<file path="src/core/pmr_cfg.svh">
// Constants for the power-management support register slice.
// How it works
// - Trigger configuration bit 3 enables the second serial port interrupt as reload trigger.
// - Any enabled trigger before expiry reloads the countdown with the programmed timeout value.
// - Countdown reaching zero drives the active-low timeout output low.
// - Timeout status resets to 01h on reset and on device activation.
// - Status bit 0 is read-only and mirrors the timeout output level.
// - Status bit follows the timeout output even when the pin is general-purpose.
// - Event and timer base low bytes keep bits 1:0 zero and read-only.
// - Control base low byte keeps bit 0 zero and read-only.
// - General-purpose status base low byte keeps bits 3:0 zero and read-only.
// - Each base high byte is fully writable and resets to 00h.
// - Support register resets to 00h.
// - Support bit 0 sets on sleep-enable write, clears on software write of 1.
// - Support bit 1 with sleep flag set asserts the interrupt-request pin.
// - Support bit 2 sets on global-lock release write, clears on write of 1.
// - With support bit 3 clear the global-lock flag leaves the pin alone.
// - Writing 1 to support bit 4 pulses the global-lock status set request.
// - Support bit 5 sets on command-register write, clears on write of 1.
// - Support bit 6 with command flag set asserts the interrupt-request pin.
// - Support bit 7 masks all event bits except wake and clock-alarm bits.
// - Timer status and enable bits follow timer clock enable, not the mask.
`ifndef PMR_CFG_SVH
`define PMR_CFG_SVH
`define PMR_ADDR_TRIG 4'h0
`define PMR_ADDR_PERIOD 4'h1
`define PMR_ADDR_STATUS 4'h2
`define PMR_ADDR_EVL 4'h3
`define PMR_ADDR_EVH 4'h4
`define PMR_ADDR_TML 4'h5
`define PMR_ADDR_TMH 4'h6
`define PMR_ADDR_CTL 4'h7
`define PMR_ADDR_CTH 4'h8
`define PMR_ADDR_GPL 4'h9
`define PMR_ADDR_GPH 4'ha
`define PMR_ADDR_SUP 4'hb
`define PMR_ADDR_CFG 4'hc
`define PMR_EV_RO_MASK 8'h03
`define PMR_CT_RO_MASK 8'h01
`define PMR_GP_RO_MASK 8'h0f
`define PMR_TRIG_MASK 8'h0f
`define PMR_STATUS_RESET 8'h01
`define PMR_ZERO8 8'h00
`define PMR_COUNT_LAST 8'h01
`define PMR_SUP_SLP 0
`define PMR_SUP_SLP_EN 1
`define PMR_SUP_GL 2
`define PMR_SUP_GL_EN 3
`define PMR_SUP_BIOS_REL 4
`define PMR_SUP_SMI 5
`define PMR_SUP_SMI_EN 6
`define PMR_SUP_MASK 7
`define PMR_SUP_W1C 8'h25
`define PMR_SUP_RW 8'hca
`define PMR_TRIG_UART2 3
`define PMR_CFG_GPIO_BIT 6
`define PMR_MINUTE_S 60
`define PMR_CLK_HZ 125000000
`define PMR_TICKS_PER_MIN (64'(`PMR_MINUTE_S) * 64'(`PMR_CLK_HZ))
`endif

</file>
<file path="src/core/pmr_pkg.sv">
// Types for the power-management support register slice.
package pmr_pkg;
    typedef struct packed {
        logic [3:0] addr;
        logic [7:0] wdata;
        logic wr;
        logic rd;
    } pmr_bus_type;

    typedef struct packed {
        logic kbc;
        logic mouse;
        logic uart1;
        logic uart2;
    } pmr_irq_type;

    typedef struct packed {
        logic [7:0] trig_cfg;
        logic [7:0] timeout_val;
        logic [7:0] count;
        logic [33:0] tick;
        logic out_n;
        logic [7:0] ev_lo;
        logic [7:0] ev_hi;
        logic [7:0] tm_lo;
        logic [7:0] tm_hi;
        logic [7:0] ct_lo;
        logic [7:0] ct_hi;
        logic [7:0] gp_lo;
        logic [7:0] gp_hi;
        logic [7:0] support;
        logic gpio_sel;
        logic gl_set_pulse;
        logic [7:0] rdata;
        logic [3:0] irq_s1;
        logic [3:0] irq_s2;
    } pmr_state_type;
endpackage : pmr_pkg

</file>
<file path="src/core/pmr_regs.sv">
// Timeout timer, fixed-block base addresses and support flags.
//
// Strobed register access and the placing of the registers were decided locally.
`timescale 1ns/1ps
`include "pmr_cfg.svh"
`default_nettype none
module pmr_regs
    import pmr_pkg::*;
#(
    parameter logic [33:0] TICKS_PER_MIN = 34'(`PMR_TICKS_PER_MIN)
) (
    input wire logic clk,
    input wire logic resetn,
    input wire logic clk_en,
    input wire logic pm_activate,
    input wire pmr_bus_type bus,
    output logic [7:0] rdata,
    input wire pmr_irq_type irq_in,
    input wire logic sleep_en_written,
    input wire logic gl_release_written,
    input wire logic smi_cmd_written,
    input wire logic timer_clk_en,
    output logic timeout_out_n,
    output logic shared_gp_sel,
    output logic irq_req,
    output logic gl_status_set,
    output logic ev_mask,
    output logic tmr_bits_en,
    output logic [15:0] event_base,
    output logic [15:0] timer_base,
    output logic [15:0] control_base,
    output logic [15:0] gp_base
);
    pmr_state_type state;
    pmr_state_type next_state;
    logic [3:0] irq_vec;
    logic trigger;
    logic wr_sup;

    assign irq_vec = {irq_in.uart2, irq_in.uart1, irq_in.mouse, irq_in.kbc};
    assign wr_sup = bus.wr && bus.addr == `PMR_ADDR_SUP;

    always_comb begin
        next_state = state;
        next_state.irq_s1 = irq_vec;
        next_state.irq_s2 = state.irq_s1;
        next_state.gl_set_pulse = 1'b0;
        trigger = |(state.irq_s2 & state.trig_cfg[`PMR_TRIG_UART2:0]);
        // The timer is live only while a non-zero period is programmed.
        if (state.timeout_val != `PMR_ZERO8 && state.out_n) begin
            if (trigger) begin
                next_state.count = state.timeout_val;
                next_state.tick = '0;
            end else if (state.tick == TICKS_PER_MIN - 34'h1) begin
                next_state.tick = '0;
                next_state.count = state.count - 8'h01;
                if (state.count == `PMR_COUNT_LAST) begin
                    next_state.out_n = 1'b0;
                end
            end else begin
                next_state.tick = state.tick + 34'h1;
            end
        end
        if (bus.wr) begin
            case (bus.addr)
                `PMR_ADDR_TRIG: next_state.trig_cfg = bus.wdata & `PMR_TRIG_MASK;
                `PMR_ADDR_PERIOD: begin
                    next_state.timeout_val = bus.wdata;
                    next_state.count = bus.wdata;
                    next_state.tick = '0;
                    next_state.out_n = 1'b1;
                end
                `PMR_ADDR_EVL: next_state.ev_lo = bus.wdata & ~`PMR_EV_RO_MASK;
                `PMR_ADDR_EVH: next_state.ev_hi = bus.wdata;
                `PMR_ADDR_TML: next_state.tm_lo = bus.wdata & ~`PMR_EV_RO_MASK;
                `PMR_ADDR_TMH: next_state.tm_hi = bus.wdata;
                `PMR_ADDR_CTL: next_state.ct_lo = bus.wdata & ~`PMR_CT_RO_MASK;
                `PMR_ADDR_CTH: next_state.ct_hi = bus.wdata;
                `PMR_ADDR_GPL: next_state.gp_lo = bus.wdata & ~`PMR_GP_RO_MASK;
                `PMR_ADDR_GPH: next_state.gp_hi = bus.wdata;
                `PMR_ADDR_SUP: begin
                    // Flag bits clear on a written 1; enable bits take the written value.
                    next_state.support = (state.support & `PMR_SUP_W1C & ~bus.wdata)
                        | (bus.wdata & `PMR_SUP_RW);
                    next_state.support[`PMR_SUP_BIOS_REL] = 1'b0;
                    next_state.gl_set_pulse = bus.wdata[`PMR_SUP_BIOS_REL];
                end
                `PMR_ADDR_CFG: next_state.gpio_sel = bus.wdata[`PMR_CFG_GPIO_BIT];
                default: ;
            endcase
        end
        // Hardware sets are applied last so that an event never loses to a clear.
        if (sleep_en_written) begin
            next_state.support[`PMR_SUP_SLP] = 1'b1;
        end
        if (gl_release_written) begin
            next_state.support[`PMR_SUP_GL] = 1'b1;
        end
        if (smi_cmd_written) begin
            next_state.support[`PMR_SUP_SMI] = 1'b1;
        end
        if (pm_activate) begin
            next_state.trig_cfg = `PMR_ZERO8;
            next_state.timeout_val = `PMR_ZERO8;
            next_state.count = `PMR_ZERO8;
            next_state.tick = '0;
            next_state.out_n = 1'b1;
        end
        next_state.rdata = `PMR_ZERO8;
        if (bus.rd) begin
            case (bus.addr)
                `PMR_ADDR_TRIG: next_state.rdata = state.trig_cfg;
                `PMR_ADDR_PERIOD: next_state.rdata = state.timeout_val;
                `PMR_ADDR_STATUS: next_state.rdata = {7'h00, state.out_n};
                `PMR_ADDR_EVL: next_state.rdata = state.ev_lo;
                `PMR_ADDR_EVH: next_state.rdata = state.ev_hi;
                `PMR_ADDR_TML: next_state.rdata = state.tm_lo;
                `PMR_ADDR_TMH: next_state.rdata = state.tm_hi;
                `PMR_ADDR_CTL: next_state.rdata = state.ct_lo;
                `PMR_ADDR_CTH: next_state.rdata = state.ct_hi;
                `PMR_ADDR_GPL: next_state.rdata = state.gp_lo;
                `PMR_ADDR_GPH: next_state.rdata = state.gp_hi;
                `PMR_ADDR_SUP: next_state.rdata = state.support;
                `PMR_ADDR_CFG: next_state.rdata = {1'b0, state.gpio_sel, 6'h00};
                default: next_state.rdata = `PMR_ZERO8;
            endcase
        end
    end

    always_ff @(posedge clk or negedge resetn) begin
        if (!resetn) begin
            state <= '0;
            state.out_n <= 1'b1;
            state.support <= `PMR_ZERO8;
        end else if (clk_en) begin
            state <= next_state;
        end
    end

    assign rdata = state.rdata;
    assign timeout_out_n = state.out_n;
    assign shared_gp_sel = state.gpio_sel;
    assign gl_status_set = state.gl_set_pulse;
    assign ev_mask = state.support[`PMR_SUP_MASK];
    assign tmr_bits_en = timer_clk_en;
    assign irq_req = (state.support[`PMR_SUP_SLP_EN] & state.support[`PMR_SUP_SLP])
        | (state.support[`PMR_SUP_GL_EN] & state.support[`PMR_SUP_GL])
        | (state.support[`PMR_SUP_SMI_EN] & state.support[`PMR_SUP_SMI]);
    assign event_base = {state.ev_hi, state.ev_lo};
    assign timer_base = {state.tm_hi, state.tm_lo};
    assign control_base = {state.ct_hi, state.ct_lo};
    assign gp_base = {state.gp_hi, state.gp_lo};

    a_status_reset: assert property (@(posedge clk) disable iff (!resetn)
        $rose(resetn) |-> state.out_n == 1'b1) else $error("status not 1 after reset");
    a_status_mirror: assert property (@(posedge clk) disable iff (!resetn)
        bus.rd && bus.addr == `PMR_ADDR_STATUS && clk_en |=> rdata[0] == $past(timeout_out_n))
        else $error("status bit does not mirror output");
    a_ev_align: assert property (@(posedge clk) disable iff (!resetn)
        (event_base[1:0] == 2'b00) && (timer_base[1:0] == 2'b00))
        else $error("event or timer base misaligned");
    a_ct_align: assert property (@(posedge clk) disable iff (!resetn)
        control_base[0] == 1'b0) else $error("control base odd");
    a_gp_align: assert property (@(posedge clk) disable iff (!resetn)
        gp_base[3:0] == 4'h0) else $error("gp base misaligned");
    a_slp_sticky: assert property (@(posedge clk) disable iff (!resetn)
        sleep_en_written && clk_en |=> state.support[`PMR_SUP_SLP] == 1'b1)
        else $error("sleep flag not set");
    a_flag_clear: assert property (@(posedge clk) disable iff (!resetn)
        wr_sup && clk_en && bus.wdata[`PMR_SUP_SLP] && !sleep_en_written
        |=> state.support[`PMR_SUP_SLP] == 1'b0)
        else $error("sleep flag not cleared by a written one");
    a_gl_sticky: assert property (@(posedge clk) disable iff (!resetn)
        gl_release_written && clk_en |=> state.support[`PMR_SUP_GL] == 1'b1)
        else $error("global lock flag not set");
    a_smi_sticky: assert property (@(posedge clk) disable iff (!resetn)
        smi_cmd_written && clk_en |=> state.support[`PMR_SUP_SMI] == 1'b1)
        else $error("command flag not set");
    a_slp_en: assert property (@(posedge clk) disable iff (!resetn)
        state.support[`PMR_SUP_SLP_EN] && state.support[`PMR_SUP_SLP] |-> irq_req)
        else $error("sleep request missing");
    a_gl_gate: assert property (@(posedge clk) disable iff (!resetn)
        !state.support[`PMR_SUP_GL_EN] |-> irq_req == ((state.support[`PMR_SUP_SLP_EN]
            && state.support[`PMR_SUP_SLP]) || (state.support[`PMR_SUP_SMI_EN]
            && state.support[`PMR_SUP_SMI])))
        else $error("global lock flag reached the request without enable");
    a_gl_en: assert property (@(posedge clk) disable iff (!resetn)
        state.support[`PMR_SUP_GL_EN] && state.support[`PMR_SUP_GL] |-> irq_req)
        else $error("global lock request missing");
    a_gl_release: assert property (@(posedge clk) disable iff (!resetn)
        wr_sup && bus.wdata[`PMR_SUP_BIOS_REL] && clk_en |=> gl_status_set)
        else $error("global lock release pulse missing");
    a_gl_single: assert property (@(posedge clk) disable iff (!resetn)
        gl_status_set && clk_en && !(wr_sup && bus.wdata[`PMR_SUP_BIOS_REL])
        |=> !gl_status_set)
        else $error("global lock release pulse too long");
    a_irq_or: assert property (@(posedge clk) disable iff (!resetn)
        state.support[`PMR_SUP_SMI_EN] && state.support[`PMR_SUP_SMI] |-> irq_req)
        else $error("command request missing");
    a_trig_reload: assert property (@(posedge clk) disable iff (!resetn)
        clk_en && trigger && state.out_n && state.timeout_val != `PMR_ZERO8 && !bus.wr
            && !pm_activate |=> state.count == $past(state.timeout_val))
        else $error("trigger did not reload the countdown");
    a_count_expiry: assert property (@(posedge clk) disable iff (!resetn)
        clk_en && !trigger && state.out_n && state.timeout_val != `PMR_ZERO8
            && state.count == `PMR_COUNT_LAST && state.tick == TICKS_PER_MIN - 34'h1
            && !bus.wr && !pm_activate |=> !timeout_out_n)
        else $error("countdown expiry did not assert the timeout output");
    c_reload: cover property (@(posedge clk) disable iff (!resetn)
        trigger && state.out_n && state.timeout_val != `PMR_ZERO8);
    c_timeout: cover property (@(posedge clk) disable iff (!resetn) $fell(timeout_out_n));
    c_irq: cover property (@(posedge clk) disable iff (!resetn) $rose(irq_req));
    c_release: cover property (@(posedge clk) disable iff (!resetn) gl_status_set);
endmodule : pmr_regs
`default_nettype wire

</file>
<file path="config.mk">
export PLATFORM = sky130hd
export DESIGN_NAME = pmr_regs
export DESIGN_NICKNAME = d
export VERILOG_FILES = /design/src/core/pmr_pkg.sv /design/src/core/pmr_regs.sv
export VERILOG_INCLUDE_DIRS = /design/src /design/src/core
export SDC_FILE = /design/constraint.sdc
export NUM_CORES = 1
export LEC_CHECK = 0
export BUFFER_PORTS_ARGS = -buffer_cell sky130_fd_sc_hd__buf_2
export CAP_MARGIN = 20
export CORE_MARGIN = 1
export CORE_UTILIZATION = 60
export CTS_BUF_LIST = sky130_fd_sc_hd__clkbuf_4 sky130_fd_sc_hd__clkbuf_8
export DETAILED_ROUTE_END_ITERATION = 8
export PLACE_DENSITY = 0.89
export SLEW_MARGIN = 25
export SYNTH_ARGS = -nofsm -noshare
export SYNTH_HDL_FRONTEND = slang
export SYNTH_SLANG_ARGS = --single-unit
</file>
<file path="constraint.sdc">
create_clock -name clk -period 7 [get_ports clk]
set_clock_uncertainty 0.15 [all_clocks]
set_input_delay 1.4 -clock clk [delete_from_list [all_inputs] [get_ports clk]]
set_output_delay 1.4 -clock clk [all_outputs]
set_load 0.05 [all_outputs]
</file>
## Yosys cells after proc, flatten, opt, wreduce, memory -nomap -nowiden

Index checks and enable logic that the tools add are counted.

| operators by class | value |
|---|---|
| reduce and logical (&&, ||, !) cells | 28 |
| bitwise logic cells | 9 |
| add/sub/neg operators | 2 |
| multiplexer cells | 27 |
| equal/unequal tests | 14 |

Operators by type and width:

| kind | number |
|---|---|
| $mux W133 | 1 |
| $pmux W8 S13 | 1 |
| $mux W8 | 12 |
| $mux W59 | 1 |
| $mux W51 | 1 |
| $reduce_and A3 Y1 | 15 |
| $mux W43 | 1 |
| $mux W42 | 1 |
| $add A34 B1 Y34 const B | 1 |
| $eq A34 B33 Y1 const B | 1 |
| $mux W34 | 1 |
| $eq A4 B4 Y1 const B | 5 |
| $reduce_bool A2 Y1 | 9 |
| $eq A4 B3 Y1 const B | 4 |
| $and A6 B8 Y8 | 1 |
| $eq A4 B2 Y1 const B | 2 |
| $eq A8 B1 Y1 const B | 1 |
| $mux W1 | 8 |
| $not A8 Y8 | 1 |
| $or A8 B8 Y8 | 1 |
| $reduce_bool A8 Y1 | 1 |
| $sub A8 B1 Y8 const B | 1 |
| $and A4 B4 Y4 | 1 |
| $eq A4 B1 Y1 const B | 1 |
| 5 further kinds | 8 |

| word-level totals | value |
|---|---|
| word-level logic and storage cells | 102 |
| flip-flop bits (word level) | 139 |
| output and inout bits | 78 |

## Logic depth before layout (Yosys ltp)

Gate-level depths: netlist of run 1.

| logic depth | value |
|---|---|
| depth in word-level cells | 8 |
| gate-level depth with buffers | 9 |

## Worst setup path after synthesis of run 1

Ideal clock, no wire load.

| timing | value |
|---|---|
| path kind | input-to-reg |
| start point | in bus[11] (netlist bit) |
| end point | reg state, in the netlist control_base[1] |
| cell stages on the path | 6 |
| slack | 3.734 ns |
| required time | 6.725 ns |
| buffers on the path | 3 |
| data arrival time | 2.991 ns |
| path through | clkbuf_1 > clkbuf_1 > clkbuf_1 > nand2_1 > nor2_1 > mux2_2 |

| between the ends | value |
|---|---|
| cells in the longest elaborated chain, start to end | 2 |

RTL lines:

| element | RTL line | source |
|---|---|---|
| start: declaration | pmr_regs.sv:16 | `input wire pmr_bus_type bus,` |
| $eq A4 B3 Y1 | pmr_regs.sv:65 | `case (bus.addr)` |
| $reduce_and A3 Y1 (no source line) | n/a |  |
| end signal: assignment | pmr_regs.sv:136 | `state <= next_state;` |
| end: declaration | pmr_regs.sv:34 | `pmr_state_type state;` |

Every way passes these cells.
A chain may end at the register's enable or synchronous reset.

## Worst setup path after layout of run 1

| timing | value |
|---|---|
| start point | in bus[13] (netlist bit) |
| end point | reg state, in the netlist gp_base[14] |

| between the ends | value |
|---|---|
| cells in the longest elaborated chain, start to end | 2 |

RTL lines:

| element | RTL line |
|---|---|
| $eq A4 B4 Y1 | pmr_regs.sv:65 |
| $reduce_and A3 Y1 (no source line) | n/a |

Every way passes these cells.

==> impl_metrics.toml, run 1 <==
[finish]
nNetsFinal = 781
syn_to_final_growth_pct = 6.092
n_fill_cell = 914
multi_input_area_um2 = 3447
seqCellArea_um2 = 3379
final_util_pct = 65.94
drive_gt1_share_pct = 28.63
n_antenna_cell = 0

[setup_path]
arrival_ns = 3.96
path_max_fanout = 23
r2r-start = "state[108]$_DFFE_PN0P_"
crit_required_ns = 7.19
critical_path.startpoint = "bus[13]"
path_buf_inv = 1
cp_slowest_cell = "nor2b_1"
endpoint_kind = "flip-flop"
crit_type = "input port to flip-flop"
cp_slowest_stage_delay_ns = 0.78
worstPathCellList = "buf_2 > nor2b_1 > nand4_1 > nor2_1 > mux2_2"
crit_path_start_kind = "input port"
cpLargestDelayFamily = "simple AND/OR/NAND/NOR gates"

[cts]
numCtsBuffers = 17
postCtsHoldBufs = 0
cts_buffer_depth = 2
cts_tree = "done"
clk_pin_slew_ns = 0.07
numClockSinks = 135
postCtsSetupBuffers = 0
post_cts_resized = 0
root_buffer = "clkbuf_8"
insertion_delay_ns = 0.46
htreeDepth = 4

[floorplanning]
die_area_um2 = 13050
rows = 40
die_w_um = 114.2
die_h_um = 114.2
boundaryPins = 104
core_um2 = 12160
initial_core_util_pct = 62.15

[timing]
finalMaxSlewViolations = 0
setup_violations = 0
finalWorstSetupSlack_ns = 3.223
fin_tns_setup_ns = 0
relSlewSlack_pct = 33.58
tightest_slew_ns = 0.9872
period_share_pct = 53.96
period_minus_slack_ns = 3.777
hold_viol_final = 0
rsz0062_at_grt = "no"
clock.fmax_mhz = 264.7
whs_ns = 0.3310

[worst_hold_path]
worstHoldStart = "state[97]$_DFFE_PN0P_"
hold_path_class = "flip-flop to flip-flop"

[route]
ant_nets = 0
drc = 0
dr.pass1.iters = 7
drtIter0Drc = 716
routed_via_density = 6.749
finalWirelength_um = 20380
num_vias = 6297
wl_per_cell_um = 21.84

[logic_synthesis]
avgSynthCellArea_um2 = 10.21
synth-seq-area-share_pct = 44.71
ys_ff_latch = 135
postSynth.asyncResetShare_pct = 100.0
syn_area_um2 = 7558
ys_types = 74
ys.warnings.count = 0
synth_edf_count = 0
ys.flop_type = "dfrtp_1"
syn_inst = 740

[pwr]
ir_drop_mv = 0.2498
power_mw = 2.229
p_leak_nw = 3.582
power.density_nw_per_um2 = 277.9

[global_route]
overflow = 0
grt.total_usage_pct = 32.96
grt_first_pass_wirelength_um = 32550
grt_pass1_vias = 6076
grt_max_degree = 82
antenna_found_initial = 0

[outcome]
status = "completed"

[run]
drv_cap = 0

[placed_design]
dpl.hpwl_um = 13840
gp_congestion = 0.9736
numPortBuffers = 92
pre_cts_slack_ns = 2.893
==> worst paths after layout <==
kind                                                end  slack [ns]  depth (start not counted)
worst min register to register    state[97]$_DFFE_PN0P_        0.33                          1
min in group asynchronous        state[121]$_DFFE_PN0P_        0.82                          1
max in group asynchronous       gp_base[11]$_DFFE_PN0P_        4.72                          2
worst max register to register   state[103]$_DFFE_PN0P_        3.70                          7
worst max-delay path            gp_base[14]$_DFFE_PN0P_        3.22                          5
worst min-delay path              state[97]$_DFFE_PN0P_        0.33                          1
==> power breakdown <==
part / total [mW] / internal, mW / switching, mW / leakage [nW]
combinational: 0.581 / 0.158 / 0.424 / 1.59
sequential: 0.954 / 0.865 / 0.0885 / 1.77
clock: 0.694 / 0.385 / 0.309 / 0.216
total: 2.23 / 1.41 / 0.821 / 3.58
==> worst reg2reg max path, cell delays in order (launching register included) <==
cell and delay [ns]:
dfrtp_1 0.45, or4b_1 0.55, or4_4 0.60, o31ai_4 0.47
a21oi_2 0.30, buf_4 0.31, a21o_1 0.19, a22o_1 0.17
==> layout by cell type, fill, tap and decap left out, types with 15 or more instances in the layout <==
master / n
nand2_1: 72
a22o_1: 26
nor3_1: 15
a31oi_1: 17
a21oi_1: 27
nand4_1: 17
buf_2: 91
mux2_2: 71
clkbuf_8: 20
dfrtp_1: 134
nor2_1: 29
nand3_1: 27
o21ai_0: 26
==> cells by family after synthesis <==
kind of cell,count (synthesis),share of synthesized area [%]
AOI/OAI and AO/OA,168,16.21
muxes,81,12.23
and+or+nand+nor,220,15.18
adders and majority gates,3,0.4967
DFF,135,44.71
other,1,0.04961
buffers and inverters,123,10.08
xor gates and xnor gates,9,1.043
==> state kept, by name, indices dropped and copies added (netlist names) <==
register,count
gl_status_set,1
timer_base,14
shared_gp_sel,1
event_base,14
state,64
next_state,4
gp_base,12
rdata,8
ev_mask,1
timeout_out_n,1
control_base,15
==> per-stage QoR <==
step / area [um2] / std cells
floorplan: 7589 / 748
global placement: 7586 / 901
detailed placement: 7586 / 901
CTS: 8015 / 933
global route: 8019 / 933
finish: 8019 / 933
==> cell usage after synthesis, drive strengths merged, types with 6 or more instances <==
| master | number | share of area [%] |
|---|---|---|
| mux2 | 71 | 11 |
| nor2 | 29 | 1.4 |
| a22o | 26 | 3.0 |
| o2bb2ai | 9 | 1.0 |
| o21ai | 27 | 1.8 |
| o31ai | 6 | 0.78 |
| and4 | 6 | 0.70 |
| a31oi | 17 | 1.4 |
| buf | 82 | 8.0 |
| clkbuf | 32 | 1.6 |
| a22oi | 7 | 0.70 |
| nand4 | 17 | 1.4 |
| nand2 | 72 | 3.6 |
| inv | 8 | 0.40 |
| nand3 | 27 | 1.8 |
| a221oi | 8 | 0.93 |
| mux2i | 8 | 1.1 |
| xnor2 | 7 | 0.81 |
| dfrtp | 134 | 44 |
| a21oi | 28 | 1.9 |
| nand2b | 8 | 0.66 |
| nor2b | 8 | 0.66 |
| nor3 | 15 | 0.99 |
==> final cells by class <==
cell class | count | area share (%)
multi-input cells | 490 | 42.99
flip-flops and latches | 135 | 42.14
repair buffers | 99 | 6.475
clock buffers | 21 | 3.526
well taps | 168 | 2.621
clock inverters | 11 | 1.826
inverters | 9 | 0.4213
==> metal layers <==
metal	up-vias	track usage [%]	part of all wire, %
met2	437	51.96	47
li1	2674	-	-
met4	0	20.09	5.2
met3	108	8.364	9.4
met1	3078	41.00	38
met5	-	0	0
Note: power is estimated with default switching activity, not from simulation.
==> inputs of run 2 (changes only) <==
ABC_AREA = 1   (was unset)
CORE_UTILIZATION = 54   (was 60)
PLACE_DENSITY = 0.84   (was 0.89)
clock period = 3.2 ns   (was 7 ns; I/O delays follow)
==> impl_metrics.toml, run 2 <==
[outcome]
status = "finished, violations left"
violations = "hold timing"

[timing]
rsz0062_at_grt = "no"
fin_tns_setup_ns = 0
finalWorstSetupSlack_ns = 0.9962
finalMaxSlewViolations = 0
relSlewSlack_pct = 62.86
period_share_pct = 68.87
clock.fmax_mhz = 453.8
setup_violations = 0
hold_viol_final = 16
period_minus_slack_ns = 2.204
whs_ns = -0.02148
tightest_slew_ns = 0.5565

[setup_path]
cp_slowest_stage_delay_ns = 0.41
path_depth = 14
path_buf_inv = 1
path_max_fanout = 6
crit_type = "flip-flop to flip-flop"
reg2reg_depth = 14
cpLargestDelayFamily = "simple AND/OR/NAND/NOR gates"
cp_slowest_cell = "dfrtp_1"
worstPathCellList = "ha_1 > nand2_1 > nor2_1 > nand2_2 > nor2_1 > nand3_1 > inv_1 > nand2_1 > nand2_1 > nand2_1 > nand2_1 > nand2_1 > nand2_1 > nand2_1"
crit_path_start_kind = "flip-flop"
crit_required_ns = 3.40
arrival_ns = 2.40
endpoint_kind = "flip-flop"
critical_path.most_common_cell = "nand2_1"

[logic_synthesis]
postSynth.asyncResetShare_pct = 100.0
synth-seq-area-share_pct = 43.24
yosys.cell_count.top_type = "nand2_1"
ys_ff_latch = 135
syn_area_um2 = 7816
ys.warnings.count = 0
yosys.area.top_type_share_pct = 42.90
synth_edf_count = 0
ys.flop_type = "dfrtp_1"
synth.area.top_cells = "dfrtp_1 (43%), nand2_1 (14%), buf_4 (7.1%), o21ai_0 (6.7%), inv_1 (4.7%)"
avgSynthCellArea_um2 = 7.603
syn_inst = 1028
synth_common_cells = "nand2_1 (290), dfrtp_1 (134), o21ai_0 (104), inv_1 (97), buf_4 (74)"
yosysTopAreaCell = "dfrtp_1"
ys_types = 50

[finish]
nNetsFinal = 1088
n_antenna_cell = 0
fin_area_um2 = 8359
drive_gt1_share_pct = 16.98
syn_to_final_growth_pct = 6.947
max_flop_register = "state"
n_fill_cell = 1254
final_cell_mix = "nand2_1 (290), dfrtp_1 (134), o21ai_0 (104)"
largest_register_ffs = 64
final_common_cell = "nand2_1"
final_cells = 1252

[global_route]
grt_pass1_vias = 6558
grt_first_pass_wirelength_um = 33030
overflow = 0
grt_max_degree = 60
antenna_found_initial = 0
grt.total_usage_pct = 28.93

[cts]
postCtsHoldBufs = 0
clk_pin_slew_ns = 0.09
numCtsBuffers = 17
cts_tree = "done"
post_cts_resized = 0
insertion_delay_ns = 0.47
cts_buffer_depth = 2
htreeDepth = 4
root_buffer = "clkbuf_8"
numClockSinks = 135
postCtsSetupBuffers = 0

[floorplanning]
die_w_um = 122.3
die_h_um = 122.3
rows = 43
core_um2 = 13990
initial_core_util_pct = 55.88
boundaryPins = 104
die_area_um2 = 14960

[placed_design]
dpl.hpwl_um = 14470
numPortBuffers = 92
placed_cells = 1220
pre_cts_slack_ns = 0.8778
placed_area_um2 = 7945
gp_congestion = 0.9338

[route]
drtIter0Drc = 795
drc = 0
routed_via_density = 5.647
dr.pass1.iters = 6
ant_nets = 0
num_vias = 7070
finalWirelength_um = 20300
wl_per_cell_um = 16.22

[worst_hold_path]
hold_path_class = "input port to async pin"

[pwr]
power.density_nw_per_um2 = 565.7
ir_drop_mv = 0.4737
p_leak_nw = 4.180

[run]
drv_cap = 0
run 2: changes by cell type in the layout (fill, tap and decap cells not counted), moves of 17 or more:
cell / change
nand2_1: +218
inv_1: +90
o21ai_0: +78
mux2_2: -71
nor2_1: +36
nand3_1: +27
a22o_1: -21
a31oi_1: -17
run 2: metal layers:
metal  vias up  GRT usage [%]  wire [um]
li1       3337              -          -
met5         -              0          0
met3        54          5.576       1777
met2       350          45.37       9455
met4         0          12.42        665
met1      3329          39.05       8406
run 2: cell type report:
cell class	count	area [um2]	area share, %
Sequential cell	135	3379	40.43
Timing Repair Buffer	98	524.3	6.272
Multi-Input combinational cell	696	3395	40.61
Clock buffer	19	255.2	3.053
Clock inverter	13	158.9	1.901
Tap cell	180	225.2	2.694
Inverter	111	421.7	5.044
run 2: logic make-up (layout without fill, tap and decap cells):
group                      Yosys count  after routing  synth area share (%)
and+or+nand+nor                    480            480                 27.44
buffers and inverters              205            241                 13.72
AOI/OAI and AO/OA                  195            195                 14.07
DFF                                135            135                 43.24
xor gates and xnor gates             9              9                 1.009
adders and majority gates            3              3                0.4803
other                                1              9               0.04798
run 2: report_power, final:
group          internal [mW]  leakage (nW)  total [mW]  switching [mW]
clock                  0.747         0.211        1.51           0.767
combinational          0.253          2.18        1.17           0.914
sequential              1.88          1.79        2.05           0.167
total                   2.88          4.18        4.73            1.85
run 2: metrics by stage:
stage          power, mW  utilization [%]
2_1_floorplan      3.100                -
3_3_place_gp       3.210            56.80
3_5_place_dp       3.235            56.80
4_1_cts            4.723            59.76
5_1_grt            4.912            59.76
6_report           4.729            59.76
run 2: worst paths after layout:
check,startpoint,endpoint,slack [ns]
worst max-delay path,state[91]$_DFFE_PN0P_,state[130]$_DFFE_PN0P_,1.0
worst min-delay path,resetn,state[107]$_DFFE_PN0P_,-0.02
worst max register to register,state[91]$_DFFE_PN0P_,state[130]$_DFFE_PN0P_,1.0
worst min register to register,rdata[3]$_DFFE_PN0P_,rdata[3]$_DFFE_PN0P_,0.33
max in group asynchronous,resetn,next_state[3]$_DFFE_PN0P_,2.21
min in group clk,gl_release_written,state[20]$_DFFE_PN0P_,0.22
